$ cat config.mk
export PLATFORM = sky130hd
export DESIGN_NAME = tmac_top
export DESIGN_NICKNAME = d
export VERILOG_FILES = /design/src/rtl/tmac_pkg.sv /design/src/rtl/tmac_debounce.sv /design/src/rtl/tmac_sampler.sv /design/src/rtl/tmac_top.sv
export SDC_FILE = /design/constraint.sdc
export NUM_CORES = 1
export LEC_CHECK = 0
export ABC_AREA = 1
export BUFFER_PORTS_ARGS = -buffer_cell sky130_fd_sc_hd__buf_2
export CAP_MARGIN = 15
export CORE_ASPECT_RATIO = 0.8
export CORE_MARGIN = 5
export CORE_UTILIZATION = 45
export DETAILED_ROUTE_END_ITERATION = 16
export PLACE_DENSITY_LB_ADDON = 0.05
export RECOVER_POWER = 100
export SETUP_SLACK_MARGIN = 0.3
export SYNTH_ARGS = -nofsm -noshare
export SYNTH_HDL_FRONTEND = slang
export SYNTH_SLANG_ARGS = --single-unit
$ cat constraint.sdc
create_clock -name i_core_clk -period 6 [get_ports i_core_clk]
set_clock_uncertainty 0.2 [all_clocks]
set_input_delay 1.2 -clock i_core_clk [delete_from_list [all_inputs] [get_ports i_core_clk]]
set_output_delay 1.2 -clock i_core_clk [all_outputs]
set_load 0.05 [all_outputs]
$ cat src/rtl/tmac_pkg.sv
package tmac_pkg;

  // Clock
  localparam int unsigned CLK_MHZ          = 250;

  // Thresholds: six warnings plus shutdown
  localparam int unsigned NUM_WARN         = 6;
  localparam int unsigned NUM_CMP          = NUM_WARN + 1;
  localparam int unsigned SD_IDX           = NUM_WARN;

  // Debounce, 10 us
  localparam int unsigned DEBOUNCE_US      = 10;
  localparam int unsigned DEBOUNCE_CYC     = DEBOUNCE_US * CLK_MHZ;
  localparam int unsigned DB_W             = 12;

  // Sampling window 450 us every 3.0 ms (3000 us)
  localparam int unsigned SAMPLE_WIN_US    = 450;
  localparam int unsigned SAMPLE_INT_US    = 3000;
  localparam int unsigned SAMPLE_WIN_CYC   = SAMPLE_WIN_US * CLK_MHZ;
  localparam int unsigned SAMPLE_INT_CYC   = SAMPLE_INT_US * CLK_MHZ;
  localparam int unsigned SMP_W            = 20;

  // Register offsets
  localparam logic [3:0] REG_IRQ_FLAG      = 4'h0;
  localparam logic [3:0] REG_SENSE         = 4'h1;
  localparam logic [3:0] REG_IRQ_MASK      = 4'h2;
  localparam logic [3:0] REG_MON_CTRL      = 4'h3;
  localparam logic [3:0] REG_ANALOG_SELECTOR_CTRL     = 4'h4;
  localparam logic [3:0] REG_STATUS        = 4'h5;

  // Field positions
  localparam int unsigned MON_EN_BIT       = 0;
  localparam int unsigned MON_AON_BIT      = 1;
  localparam int unsigned ANALOG_MUX_ENABLE_BIT      = 5;
  localparam int unsigned ST_SD_BIT        = 0;
  localparam int unsigned ST_PWR_BIT       = 1;
  localparam int unsigned ST_ON_BIT        = 2;

  // Reset values
  localparam logic [5:0] MASK_RST         = 6'h3f;
  localparam logic [1:0] MON_CTRL_RST     = 2'h3;

  // Selector codes
  localparam logic [4:0] SEL_HIGH_Z       = 5'h00;
  localparam logic [4:0] SEL_DIE_TEMP     = 5'h07;

  typedef enum logic [1:0] {
    PWR_OFF,
    PWR_STANDBY,
    PWR_RUN
  } tmac_pwr_t;

  typedef struct packed {
    logic       pin_drive_en;
    logic       power_good_en;
    logic       high_z;
    logic       die_temperature_channel;
  } tmac_analog_selector_t;

  typedef struct packed {
    logic [3:0] addr;
    logic [7:0] wdata;
    logic       wr;
    logic       rd;
  } tmac_bus_t;

endpackage

$ cat src/rtl/tmac_debounce.sv
`timescale 1ns/10ps
module tmac_debounce
  import tmac_pkg::*;
(
  // Clock and control
  input  wire logic i_core_clk,
  input  wire logic i_srst,
  input  wire logic i_ce,
  input  wire logic i_eval,
  // Raw comparator and filtered result
  input  wire logic i_raw,
  output logic      o_level
);

  logic [DB_W-1:0] count;

  // Holds value while not evaluating, so sampled mode keeps the last result
  always_ff @(posedge i_core_clk)
  begin
    if (i_srst)
    begin
      count   <= '0;
      o_level <= 1'b0;
    end
    else if (i_ce && i_eval)
    begin
      if (i_raw == o_level)
        count <= '0;
      else if (count == DB_W'(DEBOUNCE_CYC - 1))
      begin
        count   <= '0;
        o_level <= i_raw;
      end
      else
        count <= count + 1'b1;
    end
  end

endmodule

$ cat src/rtl/tmac_sampler.sv
`timescale 1ns/10ps
module tmac_sampler
  import tmac_pkg::*;
(
  // Clock and control
  input  wire logic i_core_clk,
  input  wire logic i_srst,
  input  wire logic i_ce,
  input  wire logic i_run,
  // Window active
  output logic      o_window
);

  logic [SMP_W-1:0] count;

  always_ff @(posedge i_core_clk)
  begin
    if (i_srst)
      count <= '0;
    else if (i_ce)
    begin
      if (!i_run || count == SMP_W'(SAMPLE_INT_CYC - 1))
        count <= '0;
      else
        count <= count + 1'b1;
    end
  end

  always_ff @(posedge i_core_clk)
  begin
    if (i_srst)
      o_window <= 1'b0;
    else if (i_ce)
      o_window <= i_run && (count < SMP_W'(SAMPLE_WIN_CYC));
  end

endmodule

$ cat src/rtl/tmac_top.sv
// Notes on behaviour
// - Six warning thresholds, each with irq flag, sense flag and mask.
// - A debounced threshold crossing sets that threshold's irq flag.
// - Every comparator passes a 10 us debounce on both edges.
// - Sense releases only below the 5 C hysteresis comparator.
// - Shutdown at 165 C, restart blocked until below shutdown hysteresis.
// - Monitor enable 0 disables monitoring, 1 enables it.
// - Run with always-on set keeps sensor powered continuously.
// - Always-on clear: sensor powered 450 us every 3.0 ms.
// - Standby: sampling only, only with monitor enabled, ignores always-on.
// - Mux enable 0 gives pin to power-good; 1 gives it to the mux.
// - Select 00000 high impedance, 00111 die temperature, others reserved.
// - Mux operates and selects only in On states.
`timescale 1ns/10ps
module tmac_top
  import tmac_pkg::*;
(
  // Clock, reset, enable
  input  wire logic                i_core_clk,
  input  wire logic                i_srst,
  input  wire logic                i_ce,
  // Register port
  input  wire logic [3:0]          i_addr,
  input  wire logic [7:0]          i_wdata,
  input  wire logic                i_wr,
  input  wire logic                i_rd,
  output logic      [7:0]          o_rdata,
  // Power state from the system sequencer
  input  wire logic [1:0]          i_pwr_state,
  // Comparators: assert-point and release-point per warning
  input  wire logic [NUM_WARN-1:0] i_warn_trip,
  input  wire logic [NUM_WARN-1:0] i_warn_release_n,
  input  wire logic                i_sd_trip,
  input  wire logic                i_sd_release_n,
  // Sensor and shutdown
  output logic                     o_sensor_power,
  output logic                     o_thermal_shutdown,
  output logic                     o_restart_block,
  output logic                     o_irq,
  // Analog selector control
  output tmac_analog_selector_t               o_analog_selector
);

  tmac_bus_t             bus;
  tmac_pwr_t             pwr;
  logic [NUM_WARN-1:0]   temp_threshold_irq_flag;
  logic [NUM_WARN-1:0]   temp_threshold_sense_flag;
  logic [NUM_WARN-1:0]   temp_threshold_irq_mask;
  logic                  temp_monitor_enable;
  logic                  temp_monitor_always_on;
  logic                  analog_mux_enable;
  logic [4:0]            analog_mux_channel_select;
  logic [NUM_CMP-1:0]    trip_db;
  logic [NUM_CMP-1:0]    rel_db;
  logic [NUM_CMP-1:0]    raw_trip;
  logic [NUM_CMP-1:0]    raw_rel;
  logic [NUM_WARN-1:0]   sense_prev;
  logic                  sampling_run;
  logic                  window;
  logic                  eval;
  logic                  sys_on;
  logic                  next_sensor_power;

  assign bus.addr  = i_addr;
  assign bus.wdata = i_wdata;
  assign bus.wr    = i_wr;
  assign bus.rd    = i_rd;
  assign pwr       = tmac_pwr_t'(i_pwr_state);
  assign raw_trip  = {i_sd_trip, i_warn_trip};
  assign raw_rel   = ~{i_sd_release_n, i_warn_release_n};
  assign sys_on    = (pwr == PWR_RUN) || (pwr == PWR_STANDBY);

  // Sensor power policy per power state
  always_comb
  begin
    sampling_run = 1'b0;
    next_sensor_power = 1'b0;
    case (pwr)
      PWR_RUN:
      begin
        if (temp_monitor_enable)
        begin
          sampling_run = !temp_monitor_always_on;
          next_sensor_power = temp_monitor_always_on
                              || window;
        end
      end
      PWR_STANDBY:
      begin
        sampling_run = temp_monitor_enable;
        next_sensor_power = temp_monitor_enable && window;
      end
      default:
      begin
        sampling_run = 1'b0;
        next_sensor_power = 1'b0;
      end
    endcase
  end

  tmac_sampler u_sampler (
    .i_core_clk (i_core_clk),
    .i_srst     (i_srst),
    .i_ce       (i_ce),
    .i_run      (sampling_run),
    .o_window   (window)
  );

  always_ff @(posedge i_core_clk)
  begin
    if (i_srst)
      o_sensor_power <= 1'b0;
    else if (i_ce)
      o_sensor_power <= next_sensor_power;
  end

  // Comparators only trusted once the sensor has had a powered cycle
  assign eval = o_sensor_power && next_sensor_power;

  // Both the trip and release comparators get the same filter
  genvar g;
  generate
    for (g = 0; g < NUM_CMP; g = g + 1)
    begin : g_cmp
      tmac_debounce u_trip (
        .i_core_clk (i_core_clk),
        .i_srst     (i_srst),
        .i_ce       (i_ce),
        .i_eval     (eval),
        .i_raw      (raw_trip[g]),
        .o_level    (trip_db[g])
      );
      tmac_debounce u_rel (
        .i_core_clk (i_core_clk),
        .i_srst     (i_srst),
        .i_ce       (i_ce),
        .i_eval     (eval),
        .i_raw      (raw_rel[g]),
        .o_level    (rel_db[g])
      );
    end
  endgenerate

  // Sense with hysteresis; it freezes outside windows
  always_ff @(posedge i_core_clk)
  begin
    if (i_srst)
      temp_threshold_sense_flag <= '0;
    else if (i_ce && eval)
    begin
      for (int i = 0; i < NUM_WARN; i++)
      begin
        if (trip_db[i])
          temp_threshold_sense_flag[i] <= 1'b1;
        else if (rel_db[i])
          temp_threshold_sense_flag[i] <= 1'b0;
      end
    end
  end

  always_ff @(posedge i_core_clk)
  begin
    if (i_srst)
      sense_prev <= '0;
    else if (i_ce)
      sense_prev <= temp_threshold_sense_flag;
  end

  // Write-one-to-clear; a new crossing in the same cycle wins
  always_ff @(posedge i_core_clk)
  begin
    if (i_srst)
      temp_threshold_irq_flag <= '0;
    else if (i_ce)
    begin
      for (int i = 0; i < NUM_WARN; i++)
      begin
        if (temp_threshold_sense_flag[i] && !sense_prev[i])
          temp_threshold_irq_flag[i] <= 1'b1;
        else if (bus.wr && bus.addr == REG_IRQ_FLAG && bus.wdata[i])
          temp_threshold_irq_flag[i] <= 1'b0;
      end
    end
  end

  always_ff @(posedge i_core_clk)
  begin
    if (i_srst)
      o_irq <= 1'b0;
    else if (i_ce)
      o_irq <= |(temp_threshold_irq_flag & ~temp_threshold_irq_mask);
  end

  // Restart block latches until the cooled release point is seen; shutdown clears once the trip filter drops
  always_ff @(posedge i_core_clk)
  begin
    if (i_srst)
    begin
      o_thermal_shutdown <= 1'b0;
      o_restart_block    <= 1'b0;
    end
    else if (i_ce)
    begin
      if (trip_db[SD_IDX] && sys_on)
      begin
        o_thermal_shutdown <= 1'b1;
        o_restart_block    <= 1'b1;
      end
      else
      begin
        o_thermal_shutdown <= 1'b0;
        if (rel_db[SD_IDX])
          o_restart_block <= 1'b0;
      end
    end
  end

  // Configuration registers
  always_ff @(posedge i_core_clk)
  begin
    if (i_srst)
    begin
      temp_threshold_irq_mask   <= MASK_RST;
      temp_monitor_enable       <= MON_CTRL_RST[MON_EN_BIT];
      temp_monitor_always_on    <= MON_CTRL_RST[MON_AON_BIT];
      analog_mux_enable         <= 1'b0;
      analog_mux_channel_select <= SEL_HIGH_Z;
    end
    else if (i_ce && bus.wr)
    begin
      if (bus.addr == REG_IRQ_MASK)
        temp_threshold_irq_mask <= bus.wdata[NUM_WARN-1:0];
      else if (bus.addr == REG_MON_CTRL)
      begin
        temp_monitor_enable    <= bus.wdata[MON_EN_BIT];
        temp_monitor_always_on <= bus.wdata[MON_AON_BIT];
      end
      else if (bus.addr == REG_ANALOG_SELECTOR_CTRL)
      begin
        analog_mux_enable         <= bus.wdata[ANALOG_MUX_ENABLE_BIT];
        analog_mux_channel_select <= bus.wdata[4:0];
      end
    end
  end

  // Selector drive; reserved codes leave the buffer off
  always_ff @(posedge i_core_clk)
  begin
    if (i_srst)
      o_analog_selector <= '{pin_drive_en: 1'b0, power_good_en: 1'b1,
                  high_z: 1'b1, die_temperature_channel: 1'b0};
    else if (i_ce)
    begin
      o_analog_selector.power_good_en <= !analog_mux_enable;
      if (analog_mux_enable && sys_on)
      begin
        o_analog_selector.high_z <=
          (analog_mux_channel_select != SEL_DIE_TEMP);
        o_analog_selector.die_temperature_channel <=
          (analog_mux_channel_select == SEL_DIE_TEMP);
        o_analog_selector.pin_drive_en <=
          (analog_mux_channel_select == SEL_DIE_TEMP);
      end
      else
      begin
        o_analog_selector.high_z                  <= 1'b1;
        o_analog_selector.die_temperature_channel <= 1'b0;
        o_analog_selector.pin_drive_en            <= 1'b0;
      end
    end
  end

  // Read port, data valid the cycle after the strobe
  always_ff @(posedge i_core_clk)
  begin
    if (i_srst)
      o_rdata <= '0;
    else if (i_ce)
    begin
      if (!bus.rd)
        o_rdata <= '0;
      else if (bus.addr == REG_IRQ_FLAG)
        o_rdata <= {2'h0, temp_threshold_irq_flag};
      else if (bus.addr == REG_SENSE)
        o_rdata <= {2'h0, temp_threshold_sense_flag};
      else if (bus.addr == REG_IRQ_MASK)
        o_rdata <= {2'h0, temp_threshold_irq_mask};
      else if (bus.addr == REG_MON_CTRL)
        o_rdata <= {6'h00, temp_monitor_always_on, temp_monitor_enable};
      else if (bus.addr == REG_ANALOG_SELECTOR_CTRL)
        o_rdata <= {2'h0, analog_mux_enable, analog_mux_channel_select};
      else if (bus.addr == REG_STATUS)
        o_rdata <= {5'h00, sys_on, o_sensor_power, o_restart_block};
      else
        o_rdata <= '0;
    end
  end

endmodule

==> summary.txt <==
Clock tree
  – Post-CTS Setup Bufs: 0
  – TritonCTS clock tree: done
  – Max clock buf depth: 3
  – Worst-skew pair later-pin latency: 0.55 ns
  – Hold buffers post-CTS: 0
  – CTS Root Cell: clkbuf_16
  – CTS sink cnt: 248
  – CTS clock-pin slew for the worst setup and hold paths: 0.06 ns
  – Cts repair resizes: 0
  – H-tree levels: 1
  – TritonCTS Buffers: 28

Worst hold path
  – Hold Path Depth: 2
  – Worst hold path class: flop to flop
  – Hold endpoint: sense_prev[0]
  – Hold_sp: sense_prev[0]

STA
  – Worst Tran Pin Value: 3.12 ns
  – Final setup violation count: 0
  – Sum of negative setup slack: 0 ns
  – Worst hold slack: 0.257 ns
  – Fmax: 228 MHz
  – Final hold vios: 0
  – Tmin final: 4.38 ns
  – Pins Over Slew Limit: 66
  – Crit share post-route: 0.730
  – Final worst slack: 1.62 ns
  – RSZ-0062 raised after global routing: no
  – Slew headroom: -1.08

Worst setup path
  – RR Startpoint: temp_monitor_enable
  – WS Path Type: primary input to flop
  – R2R Setup Slk: 2.86 ns
  – Endpoint arrival time on the critical path: 4.48 ns
  – Setup crit end kind: flop
  – R2R cell count: 8
  – Critical Path Source Type: primary input
  – CP max FO: 68
  – Req. time, crit path: 6.10 ns
  – FF-to-FF End: g_cmp[4].u_trip.o_level

Pwr
  – Clock group share of total power: 0.506
  – Comb power frac: 0.032
  – Leak: 5.25 nW
  – P_sw: 791 µW
  – Tot Pwr: 3.58 mW
  – Pwr dens: 242 mW/mm²
  – Sequential Power Share: 0.462
  – Switching Share: 0.221
  – Internal: 2.79 mW
  – Worst VDD drop: 0.203 mV

Cells and area
  – Area of the multi-input gates: 0.00728 mm²
  – Util after Layout: 0.504
  – Fraction of layout cells with a size suffix above 1: 0.0429
  – N_diodes: 0
  – # fillers: 3039
  – NumNets Final: 2194
  – Commonest non-fill, non-tap cell in the layout: nand2_1
  – Commonest cells after routing, fill and taps aside: nand2_1 (654), dfxtp_1 (248), nor2_1 (243)
  – Non-filler instance count after layout: 2543
  – Reg area: 0.00496 mm²
  – Post-route cell area: 0.0148 mm²
  – Area Overhead vs Synth: 9.83%

Placed design
  – Routability cong.: 0.860
  – IO Port Bufs: 44
  – Pre-CTS worst setup slack: 1.85 ns
  – Dpl hpwl: 22.3 mm
  – Post-Place Cell Area: 0.0140 mm²
  – DP Cell Count: 2491

Global route
  – Met3 Track Usage GR: 0.0271
  – Met1 usage: 0.287
  – Grt ovf: 0
  – GRT Total Usage: 0.194
  – Initial antenna violation count: 0
  – GRT busiest layer: met2
  – Global-route wire length before repair: 56.2 mm
  – Largest net degree at the start of global routing: 95
  – Met2 Track Usage GR: 0.306
  – Vias in the first global route: 11700

Run
  – Max_cap viols: 2

Drt
  – WL per Instance: 13.0 µm
  – Vias: 13000
  – Pre-antenna DRT Iters: 7
  – DRT iter0 DRCs: 877
  – DRC viols: 0
  – DR vias/cell: 5.13
  – Final wirelength: 33.0 mm
  – Post-route ant nets: 0

Floorplanning
  – Die Y: 165 µm
  – # IOs: 49
  – Die width: 204 µm
  – Die area: 0.0336 mm²
  – Core outline area: 0.0294 mm²
  – Initial core utilization: 0.459
  – Row Count: 56

Logic synthesis
  – Seq/Total Area, Yosys: 0.368
  – Cell area after synthesis: 0.0135 mm²
  – Yosys Warn Count: 0
  – Library cells used by synthesis: 36
  – Yosys reg bits: 248
  – Avg Synthesized Cell Area: 6.34 µm²
  – Post-synth EDFFs: 0
  – Synth Flop Type: dfxtp_1
  – Asr flop ratio synth: 0
  – Cells after Synth: 2130

Status
  – Status: complete, but fails checks
  – Failing checks: capacitance limit, slew limit
[routing by layer]
layer,up-vias,share of wire
met4,0,0.014
li1,6943,-
met1,5830,0.53
met2,222,0.41
met5,-,0
met3,42,0.045
[registers in the layout (all words and copies together), names as in the netlist, 3 cells and up]
name	flops
temp_threshold_irq_mask	6
temp_threshold_irq_flag	6
g_cmp.u_trip.count	84
o_rdata	6
o_analog_selector	3
g_cmp.u_rel.count	84
u_sampler.count	20
g_cmp.u_trip.o_level	7
g_cmp.u_rel.o_level	7
temp_threshold_sense_flag	6
analog_mux_channel_select	5
sense_prev	6
[critical path, stage by stage]
cell      delay, ns
clkbuf_1       0.11
buf_4          0.66
clkbuf_1       2.27
nor3_1         0.18
[synth_stat cells (2+ instances only)]
cell        n  share of area
buf_1       2        0.00056
xor2_1     31          0.020
nor3_1     63          0.023
or2_2      11         0.0051
buf_4       9         0.0050
buf_6       2         0.0017
inv_1     226          0.063
nor2_1    231          0.064
ha_1       17          0.016
nor2_2      2        0.00093
buf_2       9         0.0033
a21oi_1   195          0.072
a31oi_1     6         0.0028
mux2i_1     2         0.0015
nand3_1   118          0.044
nor2_4     11         0.0092
dfxtp_1   248           0.37
xnor2_1    10         0.0065
nand2_1   654           0.18
nand4_1    94          0.044
o21ai_1     3         0.0011
o21ai_0   127          0.047
clkbuf_1   46          0.013
[area by class of cell]
| type | count | share of cell area |
|---|---|---|
| multi-input cells | 1587 | 0.491 |
| flip-flops and latches | 248 | 0.335 |
| inverters | 228 | 0.0577 |
| clock buffers | 42 | 0.0577 |
| well taps | 377 | 0.0318 |
| repair buffers | 51 | 0.0173 |
| clock inverters | 10 | 0.00920 |
[power by group through the flow]
stage	logic, mW	registers, mW	clock network, mW
2_1_floorplan	0.0704	1.70	0
3_3_place_gp	0.116	1.69	0
3_5_place_dp	0.117	1.69	0
4_1_cts	0.118	1.65	1.87
5_1_grt	0.125	1.65	1.93
6_report	0.113	1.65	1.81
[how the worst max path moves through the flow]
stage / from / to
floorplan: i_pwr_state[0] / g_cmp[2].u_rel.count[0]
global placement: i_pwr_state[0] / temp_threshold_sense_flag[5]
detailed placement: i_pwr_state[0] / temp_threshold_sense_flag[5]
CTS: i_pwr_state[0] / temp_threshold_sense_flag[5]
global route: i_srst / o_analog_selector[3]
finish: i_srst / o_analog_selector[3]
[cells by family (layout without fill, tap and decap cells)]
logic type,count (synthesis),after routing,share of synthesized area
AND/OR/NAND/NOR,1187,1187,0.374
AO/OA/AOI/OAI,338,338,0.127
buffers and inverters,296,331,0.0868
flip-flops,248,248,0.368
XOR/XNOR,41,41,0.0266
adder cells (fa/ha/maj),17,17,0.0158
multiplexers,2,2,0.00148
other,1,2,0.000278
Power figures use the tool's default switching activity.
